**src/verilog/motor_ctl_pkg.sv**
```systemverilog
// Purpose: Shared constants and types for the interlocked manual motor control block.
// Assumes: A 100 MHz system clock.
// Notes:   Long cycle counts are defaults for parameters of the top module.
`default_nettype none

package motor_ctl_pkg;

  localparam int CLK_HZ            = 100_000_000;
  localparam int CLK_PER_MS        = CLK_HZ / 1000;
  localparam int BOOST_MAX_MS      = 120;
  localparam int BOOST_CYCLES      = BOOST_MAX_MS * CLK_PER_MS;
  localparam int FLASH_HALF_MS     = 250;
  localparam int FLASH_HALF_CYCLES = FLASH_HALF_MS * CLK_PER_MS;
  localparam int CNT_W             = 25;

  localparam int ADDR_W = 2;
  localparam int DATA_W = 8;
  localparam logic [1:0] ADDR_STATUS = 2'h0;
  localparam logic [1:0] ADDR_CLEAR  = 2'h1;
  localparam logic [1:0] ADDR_ENABLE = 2'h2;
  localparam logic [1:0] ADDR_STATE  = 2'h3;

  localparam int EV_W    = 3;
  localparam int EV_FWD  = 0;
  localparam int EV_REV  = 1;
  localparam int EV_LOOP = 2;
  localparam logic [2:0] EV_ENABLE_RST = 3'h0;

  localparam int DIR_FWD = 0;
  localparam int DIR_REV = 1;

  localparam int SYNC_W     = 6;
  localparam int SI_FWD_LIM = 0;
  localparam int SI_REV_LIM = 1;
  localparam int SI_SEL_FWD = 2;
  localparam int SI_SEL_REV = 3;
  localparam int SI_AUTO    = 4;
  localparam int SI_LOOP_OK = 5;
  localparam logic [5:0] SYNC_RST = 6'h20;

  localparam int SDB_W       = 4;
  localparam int SDB_LOOP_OK = 1;

  typedef enum logic [1:0] {
    BRK_APPLIED = 2'b00,
    BRK_BOOST   = 2'b01,
    BRK_HOLD    = 2'b10
  } brake_state_t;

endpackage

`default_nettype wire

```
**src/verilog/motor_ctl.sv**
```systemverilog
// Purpose: Interlocked manual jog, indicators, brake drive and loop fault report.
// Assumes: Switch and sensor inputs are slow and are synchronised here.
// Notes:   Registers sit on a plain strobe port with read data one cycle later.
//
// Behaviour
// [RULE_01] Forward blocked on limit rise or held level.
// [RULE_02] Blocked: drive variant allows reverse; starter blocks manual.
// [RULE_03] Forward released by limit fall or auto round-trip.
// [RULE_04] Reverse limit mirrors forward limit behaviour exactly.
// [RULE_05] Edge-only setting: held limit does not block.
// [RULE_06] Indicator steady when selected and not blocked.
// [RULE_07] Indicator flashes when selected but interlock stops motor.
// [RULE_08] Brake boost at most 120 ms, then hold.
// [RULE_09] Starter variant releases brake with motor start.
// [RULE_10] Monitoring off: loop break raises fault and LED.
// [RULE_11] Monitoring on: loop break suppresses fault and LED.
// [RULE_12] Monitoring on in auto: break clears status bit 1.
// [RULE_13] Inputs synchronised before edge detection, edges once.
//
// Our own choices: the register offsets and the plain strobed port.
`timescale 1ns/1ns
`default_nettype none

module motor_ctl #(
  parameter int unsigned BOOST_CYC = motor_ctl_pkg::BOOST_CYCLES,
  parameter int unsigned FLASH_CYC = motor_ctl_pkg::FLASH_HALF_CYCLES
) (
  input  wire logic                              clk,
  input  wire logic                              srst,
  input  wire logic                              forward_limit_input,
  input  wire logic                              reverse_limit_input,
  input  wire logic                              sel_fwd,
  input  wire logic                              sel_rev,
  input  wire logic                              auto_mode,
  input  wire logic                              loop_ok,
  input  wire logic                              interlock_enable,
  input  wire logic                              variant_fc,
  input  wire logic                              fwd_edge_only_setting,
  input  wire logic                              rev_edge_only_setting,
  input  wire logic                              loop_monitor_setting,
  input  wire logic                              plc_run_fwd,
  input  wire logic                              plc_run_rev,
  input  wire logic                              fc_brake_release,
  input  wire logic [motor_ctl_pkg::ADDR_W-1:0]  reg_addr,
  input  wire logic [motor_ctl_pkg::DATA_W-1:0]  reg_wdata,
  input  wire logic                              reg_wr,
  input  wire logic                              reg_rd,
  output logic      [motor_ctl_pkg::DATA_W-1:0]  reg_rdata,
  output logic                                   motor_fwd,
  output logic                                   motor_rev,
  output logic                                   led_fwd,
  output logic                                   led_rev,
  output logic                                   brake_release,
  output logic                                   brake_boost,
  output logic                                   group_fault,
  output logic                                   motor_led,
  output logic      [motor_ctl_pkg::SDB_W-1:0]   slave_data_bits,
  output logic                                   irq
);

  logic [motor_ctl_pkg::SYNC_W-1:0] sync1_r;
  logic [motor_ctl_pkg::SYNC_W-1:0] sync1_nxt;
  logic [motor_ctl_pkg::SYNC_W-1:0] sync2_r;
  logic [motor_ctl_pkg::SYNC_W-1:0] sync2_nxt;
  logic [motor_ctl_pkg::SYNC_W-1:0] prev_r;
  logic [motor_ctl_pkg::SYNC_W-1:0] prev_nxt;

  logic [1:0]                       lim;
  logic [1:0]                       rise;
  logic [1:0]                       fall;
  logic [1:0]                       sel;
  logic [1:0]                       plc;
  logic [1:0]                       edge_only;
  logic [1:0]                       blocked;
  logic [1:0]                       manual_ok;
  logic                             auto_s;
  logic                             manual_il;
  logic                             loop_fault;

  logic [1:0]                       latch_r;
  logic [1:0]                       latch_nxt;
  logic [1:0]                       run_r;
  logic [1:0]                       run_nxt;
  logic [1:0]                       led_r;
  logic [1:0]                       led_nxt;
  logic [motor_ctl_pkg::CNT_W-1:0]  flash_cnt_r;
  logic [motor_ctl_pkg::CNT_W-1:0]  flash_cnt_nxt;
  logic                             flash_r;
  logic                             flash_nxt;

  motor_ctl_pkg::brake_state_t      brk_r;
  motor_ctl_pkg::brake_state_t      brk_nxt;
  logic [motor_ctl_pkg::CNT_W-1:0]  bcnt_r;
  logic [motor_ctl_pkg::CNT_W-1:0]  bcnt_nxt;
  logic                             rel_req;
  logic                             brake_rel_r;
  logic                             brake_rel_nxt;
  logic                             boost_r;
  logic                             boost_nxt;

  logic                             gfault_r;
  logic                             gfault_nxt;
  logic [motor_ctl_pkg::SDB_W-1:0]  sdb_r;
  logic [motor_ctl_pkg::SDB_W-1:0]  sdb_nxt;

  logic [motor_ctl_pkg::EV_W-1:0]   ev;
  logic [motor_ctl_pkg::EV_W-1:0]   status_r;
  logic [motor_ctl_pkg::EV_W-1:0]   status_nxt;
  logic [motor_ctl_pkg::EV_W-1:0]   enable_r;
  logic [motor_ctl_pkg::EV_W-1:0]   enable_nxt;
  logic [motor_ctl_pkg::DATA_W-1:0] rdata_r;
  logic [motor_ctl_pkg::DATA_W-1:0] rdata_nxt;
  logic                             irq_r;
  logic                             irq_nxt;

  // Two-flop synchroniser followed by a history stage for edge detection.
  always_comb begin
    sync1_nxt = {loop_ok, auto_mode, sel_rev, sel_fwd,
                 reverse_limit_input, forward_limit_input};
    sync2_nxt = sync1_r; // [RULE_13]
    prev_nxt  = sync2_r;
  end

  always_ff @(posedge clk) begin
    if (srst) begin
      sync1_r <= motor_ctl_pkg::SYNC_RST;
      sync2_r <= motor_ctl_pkg::SYNC_RST;
      prev_r  <= motor_ctl_pkg::SYNC_RST;
    end else begin
      sync1_r <= sync1_nxt;
      sync2_r <= sync2_nxt;
      prev_r  <= prev_nxt;
    end
  end

  // Interlock, direction drive and indicators.
  always_comb begin
    lim        = sync2_r[motor_ctl_pkg::SI_REV_LIM:motor_ctl_pkg::SI_FWD_LIM];
    rise       = lim & ~prev_r[motor_ctl_pkg::SI_REV_LIM:motor_ctl_pkg::SI_FWD_LIM]; // [RULE_13]
    fall       = ~lim & prev_r[motor_ctl_pkg::SI_REV_LIM:motor_ctl_pkg::SI_FWD_LIM];
    sel        = sync2_r[motor_ctl_pkg::SI_SEL_REV:motor_ctl_pkg::SI_SEL_FWD];
    auto_s     = sync2_r[motor_ctl_pkg::SI_AUTO];
    plc        = {plc_run_rev, plc_run_fwd};
    edge_only  = {rev_edge_only_setting, fwd_edge_only_setting};
    manual_il  = interlock_enable & ~auto_s;
    for (int d = 0; d < 2; d++) begin
      latch_nxt[d] = latch_r[d];
      if (auto_s || !interlock_enable || fall[d]) begin
        latch_nxt[d] = 1'b0; // [RULE_03] [RULE_04]
      end
      if (manual_il && rise[d]) begin
        latch_nxt[d] = 1'b1; // [RULE_01] [RULE_04]
      end
      blocked[d] = latch_r[d] | (manual_il & rise[d])
                 | (manual_il & lim[d] & ~edge_only[d]); // [RULE_01] [RULE_05]
    end
    for (int d = 0; d < 2; d++) begin
      manual_ok[d] = ~blocked[d] & (variant_fc | ~blocked[1-d]); // [RULE_02]
      if (auto_s) begin
        run_nxt[d] = plc[d] & ~plc[1-d];
        led_nxt[d] = plc[d] & ~plc[1-d];
      end else begin
        run_nxt[d] = sel[d] & ~sel[1-d] & manual_ok[d];
        led_nxt[d] = sel[d] & ~sel[1-d] & (manual_ok[d] | flash_r); // [RULE_06] [RULE_07]
      end
    end
    if (flash_cnt_r == motor_ctl_pkg::CNT_W'(FLASH_CYC - 1)) begin
      flash_cnt_nxt = '0;
      flash_nxt     = ~flash_r;
    end else begin
      flash_cnt_nxt = flash_cnt_r + motor_ctl_pkg::CNT_W'(1);
      flash_nxt     = flash_r;
    end
  end

  always_ff @(posedge clk) begin
    if (srst) begin
      latch_r     <= 2'h0;
      run_r       <= 2'h0;
      led_r       <= 2'h0;
      flash_cnt_r <= '0;
      flash_r     <= 1'b0;
    end else begin
      latch_r     <= latch_nxt;
      run_r       <= run_nxt;
      led_r       <= led_nxt;
      flash_cnt_r <= flash_cnt_nxt;
      flash_r     <= flash_nxt;
    end
  end

  // Brake: a boost phase of bounded length, then the holding level.
  always_comb begin
    rel_req   = variant_fc ? fc_brake_release : (|run_nxt); // [RULE_09]
    brk_nxt   = brk_r;
    bcnt_nxt  = bcnt_r;
    case (brk_r)
      motor_ctl_pkg::BRK_APPLIED: begin
        bcnt_nxt = '0;
        if (rel_req) begin
          brk_nxt = motor_ctl_pkg::BRK_BOOST;
        end
      end
      motor_ctl_pkg::BRK_BOOST: begin
        bcnt_nxt = bcnt_r + motor_ctl_pkg::CNT_W'(1);
        if (!rel_req) begin
          brk_nxt = motor_ctl_pkg::BRK_APPLIED;
        end else if (bcnt_r == motor_ctl_pkg::CNT_W'(BOOST_CYC - 1)) begin
          brk_nxt = motor_ctl_pkg::BRK_HOLD; // [RULE_08]
        end
      end
      motor_ctl_pkg::BRK_HOLD: begin
        if (!rel_req) begin
          brk_nxt = motor_ctl_pkg::BRK_APPLIED;
        end
      end
      default: begin
        brk_nxt = motor_ctl_pkg::BRK_APPLIED;
      end
    endcase
    brake_rel_nxt = rel_req;
    boost_nxt     = rel_req & (brk_nxt == motor_ctl_pkg::BRK_BOOST); // [RULE_08]
  end

  always_ff @(posedge clk) begin
    if (srst) begin
      brk_r       <= motor_ctl_pkg::BRK_APPLIED;
      bcnt_r      <= '0;
      brake_rel_r <= 1'b0;
      boost_r     <= 1'b0;
    end else begin
      brk_r       <= brk_nxt;
      bcnt_r      <= bcnt_nxt;
      brake_rel_r <= brake_rel_nxt;
      boost_r     <= boost_nxt;
    end
  end

  // Loop monitoring, fault indication and slave data bits.
  always_comb begin
    loop_fault = ~sync2_r[motor_ctl_pkg::SI_LOOP_OK];
    gfault_nxt = loop_fault & ~loop_monitor_setting; // [RULE_10] [RULE_11]
    sdb_nxt    = {gfault_nxt, lim[motor_ctl_pkg::DIR_REV], 1'b1, lim[motor_ctl_pkg::DIR_FWD]};
    if (loop_monitor_setting && auto_s && loop_fault) begin
      sdb_nxt[motor_ctl_pkg::SDB_LOOP_OK] = 1'b0; // [RULE_12]
    end
  end

  always_ff @(posedge clk) begin
    if (srst) begin
      gfault_r <= 1'b0;
      sdb_r    <= 4'h2;
    end else begin
      gfault_r <= gfault_nxt;
      sdb_r    <= sdb_nxt;
    end
  end

  // Register port with sticky event flags; a new event wins over its clear.
  always_comb begin
    ev                          = '0;
    ev[motor_ctl_pkg::EV_FWD]   = manual_il & rise[motor_ctl_pkg::DIR_FWD];
    ev[motor_ctl_pkg::EV_REV]   = manual_il & rise[motor_ctl_pkg::DIR_REV];
    ev[motor_ctl_pkg::EV_LOOP]  = loop_fault & prev_r[motor_ctl_pkg::SI_LOOP_OK];
    status_nxt = status_r;
    enable_nxt = enable_r;
    if (reg_wr && reg_addr == motor_ctl_pkg::ADDR_CLEAR) begin
      status_nxt = status_r & ~reg_wdata[motor_ctl_pkg::EV_W-1:0];
    end
    if (reg_wr && reg_addr == motor_ctl_pkg::ADDR_ENABLE) begin
      enable_nxt = reg_wdata[motor_ctl_pkg::EV_W-1:0];
    end
    status_nxt = status_nxt | ev;
    irq_nxt    = |(status_nxt & enable_nxt);
    rdata_nxt  = '0;
    if (reg_rd) begin
      case (reg_addr)
        motor_ctl_pkg::ADDR_STATUS: rdata_nxt = {5'h00, status_r};
        motor_ctl_pkg::ADDR_ENABLE: rdata_nxt = {5'h00, enable_r};
        motor_ctl_pkg::ADDR_STATE:  rdata_nxt = {2'h0, loop_fault, auto_s, run_r, latch_r};
        default:                    rdata_nxt = '0;
      endcase
    end
  end

  always_ff @(posedge clk) begin
    if (srst) begin
      status_r <= '0;
      enable_r <= motor_ctl_pkg::EV_ENABLE_RST;
      rdata_r  <= '0;
      irq_r    <= 1'b0;
    end else begin
      status_r <= status_nxt;
      enable_r <= enable_nxt;
      rdata_r  <= rdata_nxt;
      irq_r    <= irq_nxt;
    end
  end

  assign reg_rdata       = rdata_r;
  assign motor_fwd       = run_r[motor_ctl_pkg::DIR_FWD];
  assign motor_rev       = run_r[motor_ctl_pkg::DIR_REV];
  assign led_fwd         = led_r[motor_ctl_pkg::DIR_FWD];
  assign led_rev         = led_r[motor_ctl_pkg::DIR_REV];
  assign brake_release   = brake_rel_r;
  assign brake_boost     = boost_r;
  assign group_fault     = gfault_r;
  assign motor_led       = gfault_r;
  assign slave_data_bits = sdb_r;
  assign irq             = irq_r;

  logic [motor_ctl_pkg::CNT_W:0] boost_len_r;
  always_ff @(posedge clk) begin
    if (srst || !boost_r) begin
      boost_len_r <= '0;
    end else begin
      boost_len_r <= boost_len_r + (motor_ctl_pkg::CNT_W+1)'(1);
    end
  end
endmodule

`default_nettype wire

```
**config.mk**
```make
export PLATFORM = sky130hd
export DESIGN_NAME = motor_ctl
export DESIGN_NICKNAME = d
export VERILOG_FILES = /design/src/verilog/motor_ctl_pkg.sv /design/src/verilog/motor_ctl.sv
export SDC_FILE = /design/constraint.sdc
export NUM_CORES = 1
export LEC_CHECK = 0
export BUFFER_PORTS_ARGS = -buffer_cell sky130_fd_sc_hd__buf_2
export CELL_PAD_IN_SITES_DETAIL_PLACEMENT = 1
export CELL_PAD_IN_SITES_GLOBAL_PLACEMENT = 2
export CORE_UTILIZATION = 38
export DETAILED_ROUTE_END_ITERATION = 8
export PLACE_DENSITY = 0.89
export SLEW_MARGIN = 25
export SYNTH_ARGS = -nofsm -noshare
export SYNTH_HDL_FRONTEND = slang
export SYNTH_SLANG_ARGS = --single-unit
```
**constraint.sdc**
```tcl
create_clock -name clk -period 4.4 [get_ports clk]
set_input_delay 0.44 -clock clk [delete_from_list [all_inputs] [get_ports clk]]
set_output_delay 0.44 -clock clk [all_outputs]
set_load 0.02 [all_outputs]
```
==> results.yml <==
status:
  status: "finished, final reports clean"
setup_path:
  rr_endpoint: "flash_cnt_r[4]"
  cp-start-kind: "flip-flop"
  worstReg2RegStart: "flash_cnt_r[2]"
  slowest_delay_ps: 710
  path_class: "flip-flop to flip-flop"
  crit_path_top_delay_cell: "o31ai_2"
  path_max_fanout: 16
  crit_required_ps: 4640
  r2r_slack_ps: 2220
  worst_ep_arrival_time_ps: 2410
  path_depth: 5
  r2r.worst_path.cells: 5
  cp.buffers_inverters: 1
  path_delay_family: "compound AO/OA/AOI/OAI gates"
  worstPathCellList: "and4_1 -> nand2_1 -> o31ai_2 -> buf_4 -> nor2_1"
  crit_path_end_kind: "flip-flop"
sta:
  max_freq_mhz: 458.8
  setup_tns_ps: 0
  relSlewSlack_pct: 47.67
  worst_slew_pin_slew_ps: 780.3
  fin_crit_ps: 2179
  slew_viol_final: 0
  setup_viol: 0
  finalHoldViolCount: 0
  hold_ws_ps: 245.4
  worst_slack_ps: 2221
  rsz0062_at_grt: "false"
  clock_skew_ps: 11.41
  timing.final.crit_share_pct: 49.53
clock_tree:
  cts-root-buf: "clkbuf_8"
  ctsResizeCount: 0
  post_cts_buffers: 0
  clk_latency_ps: 350
  h-tree-depth: 3
  clockBufferDepth: 2
  postCtsHoldBufs: 0
  clock-sinks: 91
  clk_pin_slew_ps: 90
  cts_tree: "built"
  numCtsBuffers: 9
cells_and_area:
  drive_above_1_share_pct: 14.87
  fin_nets: 489
  final_util_pct: 43.79
  mostFrequentLayoutCells: "dfxtp_1, nor2_1, buf_2, a21oi_1, nand2_1"
  diodes: 0
  final_common_cell: "dfxtp_1"
  area_growth_pct: 11.45
drt:
  drtIter0Drc: 86
  ant_nets: 0
  wl_um: 8509
  drc_errors: 0
  viasPerCell: 5.338
  first_pass_iters: 4
  vias: 3187
  wl_per_cell_um: 14.25
global_routing:
  antenna_found_initial: 0
  grt_max_degree: 31
  grt_pass1_vias: 3102
  grt_use_met3_pct: 4.746
  grt_pass1_wl_um: 14200
  use_met2_pct: 29.49
  busiest_layer: "met2"
  track_usage_pct: 17.27
  overflow: 0
  use_met1_pct: 21.51
place:
  gp_congestion: 0.7052
  port_buffers: 41
  place_hpwl_um: 5881
  place_ws_ps: 2249
pwr:
  powerDensity_mw_per_mm2: 347.7
  p_total_mw: 1.495
  ir_worst_vdd_mv: 0.1593
  leakage_nw: 1.496
flow_run:
  maxCapViolCount: 0
synth:
  syn_area_per_cell_um2: 8.995
  synthArstFlopShare_pct: 0
  synth-edff-count: 0
  ys_ff_latch: 91
  synth_warnings: 0
  syn-cell-area_mm2: 0.003859
  synthFlopType: "dfxtp_1"
  ys_seq_area_share_pct: 47.21
  synth_cells: 429
  synthDistinctLibCells: 53
floorplan:
  rows: 36
  dieWidth_um: 102.8
  io_pins: 49
  dieArea_mm2: 0.01056
  coreArea_mm2: 0.009819
  start_util_pct: 39.30
  die_h_um: 102.8
min_path:
  worstHoldStart: "loop_monitor_setting"
  hold_end: "group_fault"
  hold_path_class: "input port to flip-flop"
  min_path_cells: 2
==> synthesized netlist by cell type (all sizes together), types with 2 or more instances <==
library cell   n  area [µm²]
or2            4       25.02
nand2         24       90.09
nor2          43       161.4
a31oi          8       50.05
or3           15       95.09
nor2b         16       100.1
and2           5       31.28
nand3b         3       22.52
and4           6       53.80
nor4           6       37.54
nor3           3       15.01
nand2b         5       33.78
dfxtp         91        1822
a21oi         30       150.1
o31ai         15       117.6
buf           11       82.57
nand4         14       93.84
o21ai         17       85.08
o22ai          2       12.51
inv           14       52.55
xnor2          6       52.55
xor2          14       122.6
ha             2       25.02
or4           16       123.9
nand3         13       65.06
mux2i          8       80.08
and3           5       31.28
nand4b         6       52.55
clkbuf        13       58.80
==> worst reg2reg max path, stage by stage, from the launching register on <==
cell and delay [ps]:
dfxtp_1 410, and4_1 360, nand2_1 180, o31ai_2 710
buf_4 350, nor2_1 80
==> routing by layer <==
layer | routed length, µm | up-vias
met5 | 0 | -
met4 | 40 | 0
met3 | 229 | 4
met2 | 4271 | 36
met1 | 3967 | 1560
li1 | - | 1587
==> area by class of cell <==
| type | instances | area, µm² |
|---|---|---|
| Fill cell | 1192 | 5519 |
| Timing Repair Buffer | 43 | 220.2 |
| Multi-Input combinational cell | 300 | 1838 |
| Inverter | 14 | 52.55 |
| Clock buffer | 10 | 127.6 |
| Tap cell | 133 | 166.4 |
| Sequential cell | 91 | 1822 |
| Clock inverter | 6 | 73.82 |
==> per-stage QoR <==
stage               area [µm²]  cells
finish                    4300    597
floorplan                 3862    430
global placement          4099    581
detailed placement        4099    581
CTS                       4300    597
global route              4300    597
==> where the power goes <==
part / switching [mW] / leakage, nW / internal (mW) / total, mW
Clock: 0.303 / 0.0950 / 0.270 / 0.573
Combinational: 0.0458 / 0.663 / 0.0294 / 0.0752
Sequential: 0.00872 / 0.738 / 0.838 / 0.847
Total: 0.358 / 1.50 / 1.14 / 1.50
==> kinds of logic (layout without fill, tap and decap cells) <==
family                     after synthesis  in the layout  share of synthesized area [%]
buffers and inverters                   39             73                          5.253
DFF                                     91             91                          47.21
adders and majority gates                3              3                         0.9078
xor gates and xnor gates                20             20                          4.540
muxes                                    8              8                          2.075
other                                    1              2                        0.09718
AOI/OAI and AO/OA                       81             81                          12.74
and+or+nand+nor                        186            186                          27.17
==> sequential cells by signal, indices dropped and copies added (netlist names), 3 cells and up <==
signal       count
sync1_r          6
flash_cnt_r     25
prev_nxt         6
prev_r           3
reg_rdata        6
enable_r         3
status_r         3
bcnt_r          25
==> worst max-delay path by stage <==
| stage | from | slack [ps] | end |
|---|---|---|---|
| 2_1_floorplan | bcnt_r[2] | 2600 | bcnt_r[20] |
| 3_3_place_gp | flash_cnt_r[2] | 2290 | flash_cnt_r[3] |
| 3_5_place_dp | flash_cnt_r[2] | 2250 | flash_cnt_r[9] |
| 4_1_cts | flash_cnt_r[2] | 2230 | flash_cnt_r[4] |
| 5_1_grt | flash_cnt_r[2] | 2070 | flash_cnt_r[4] |
| 6_report | flash_cnt_r[2] | 2220 | flash_cnt_r[4] |
Power figures use the tool's default switching activity.
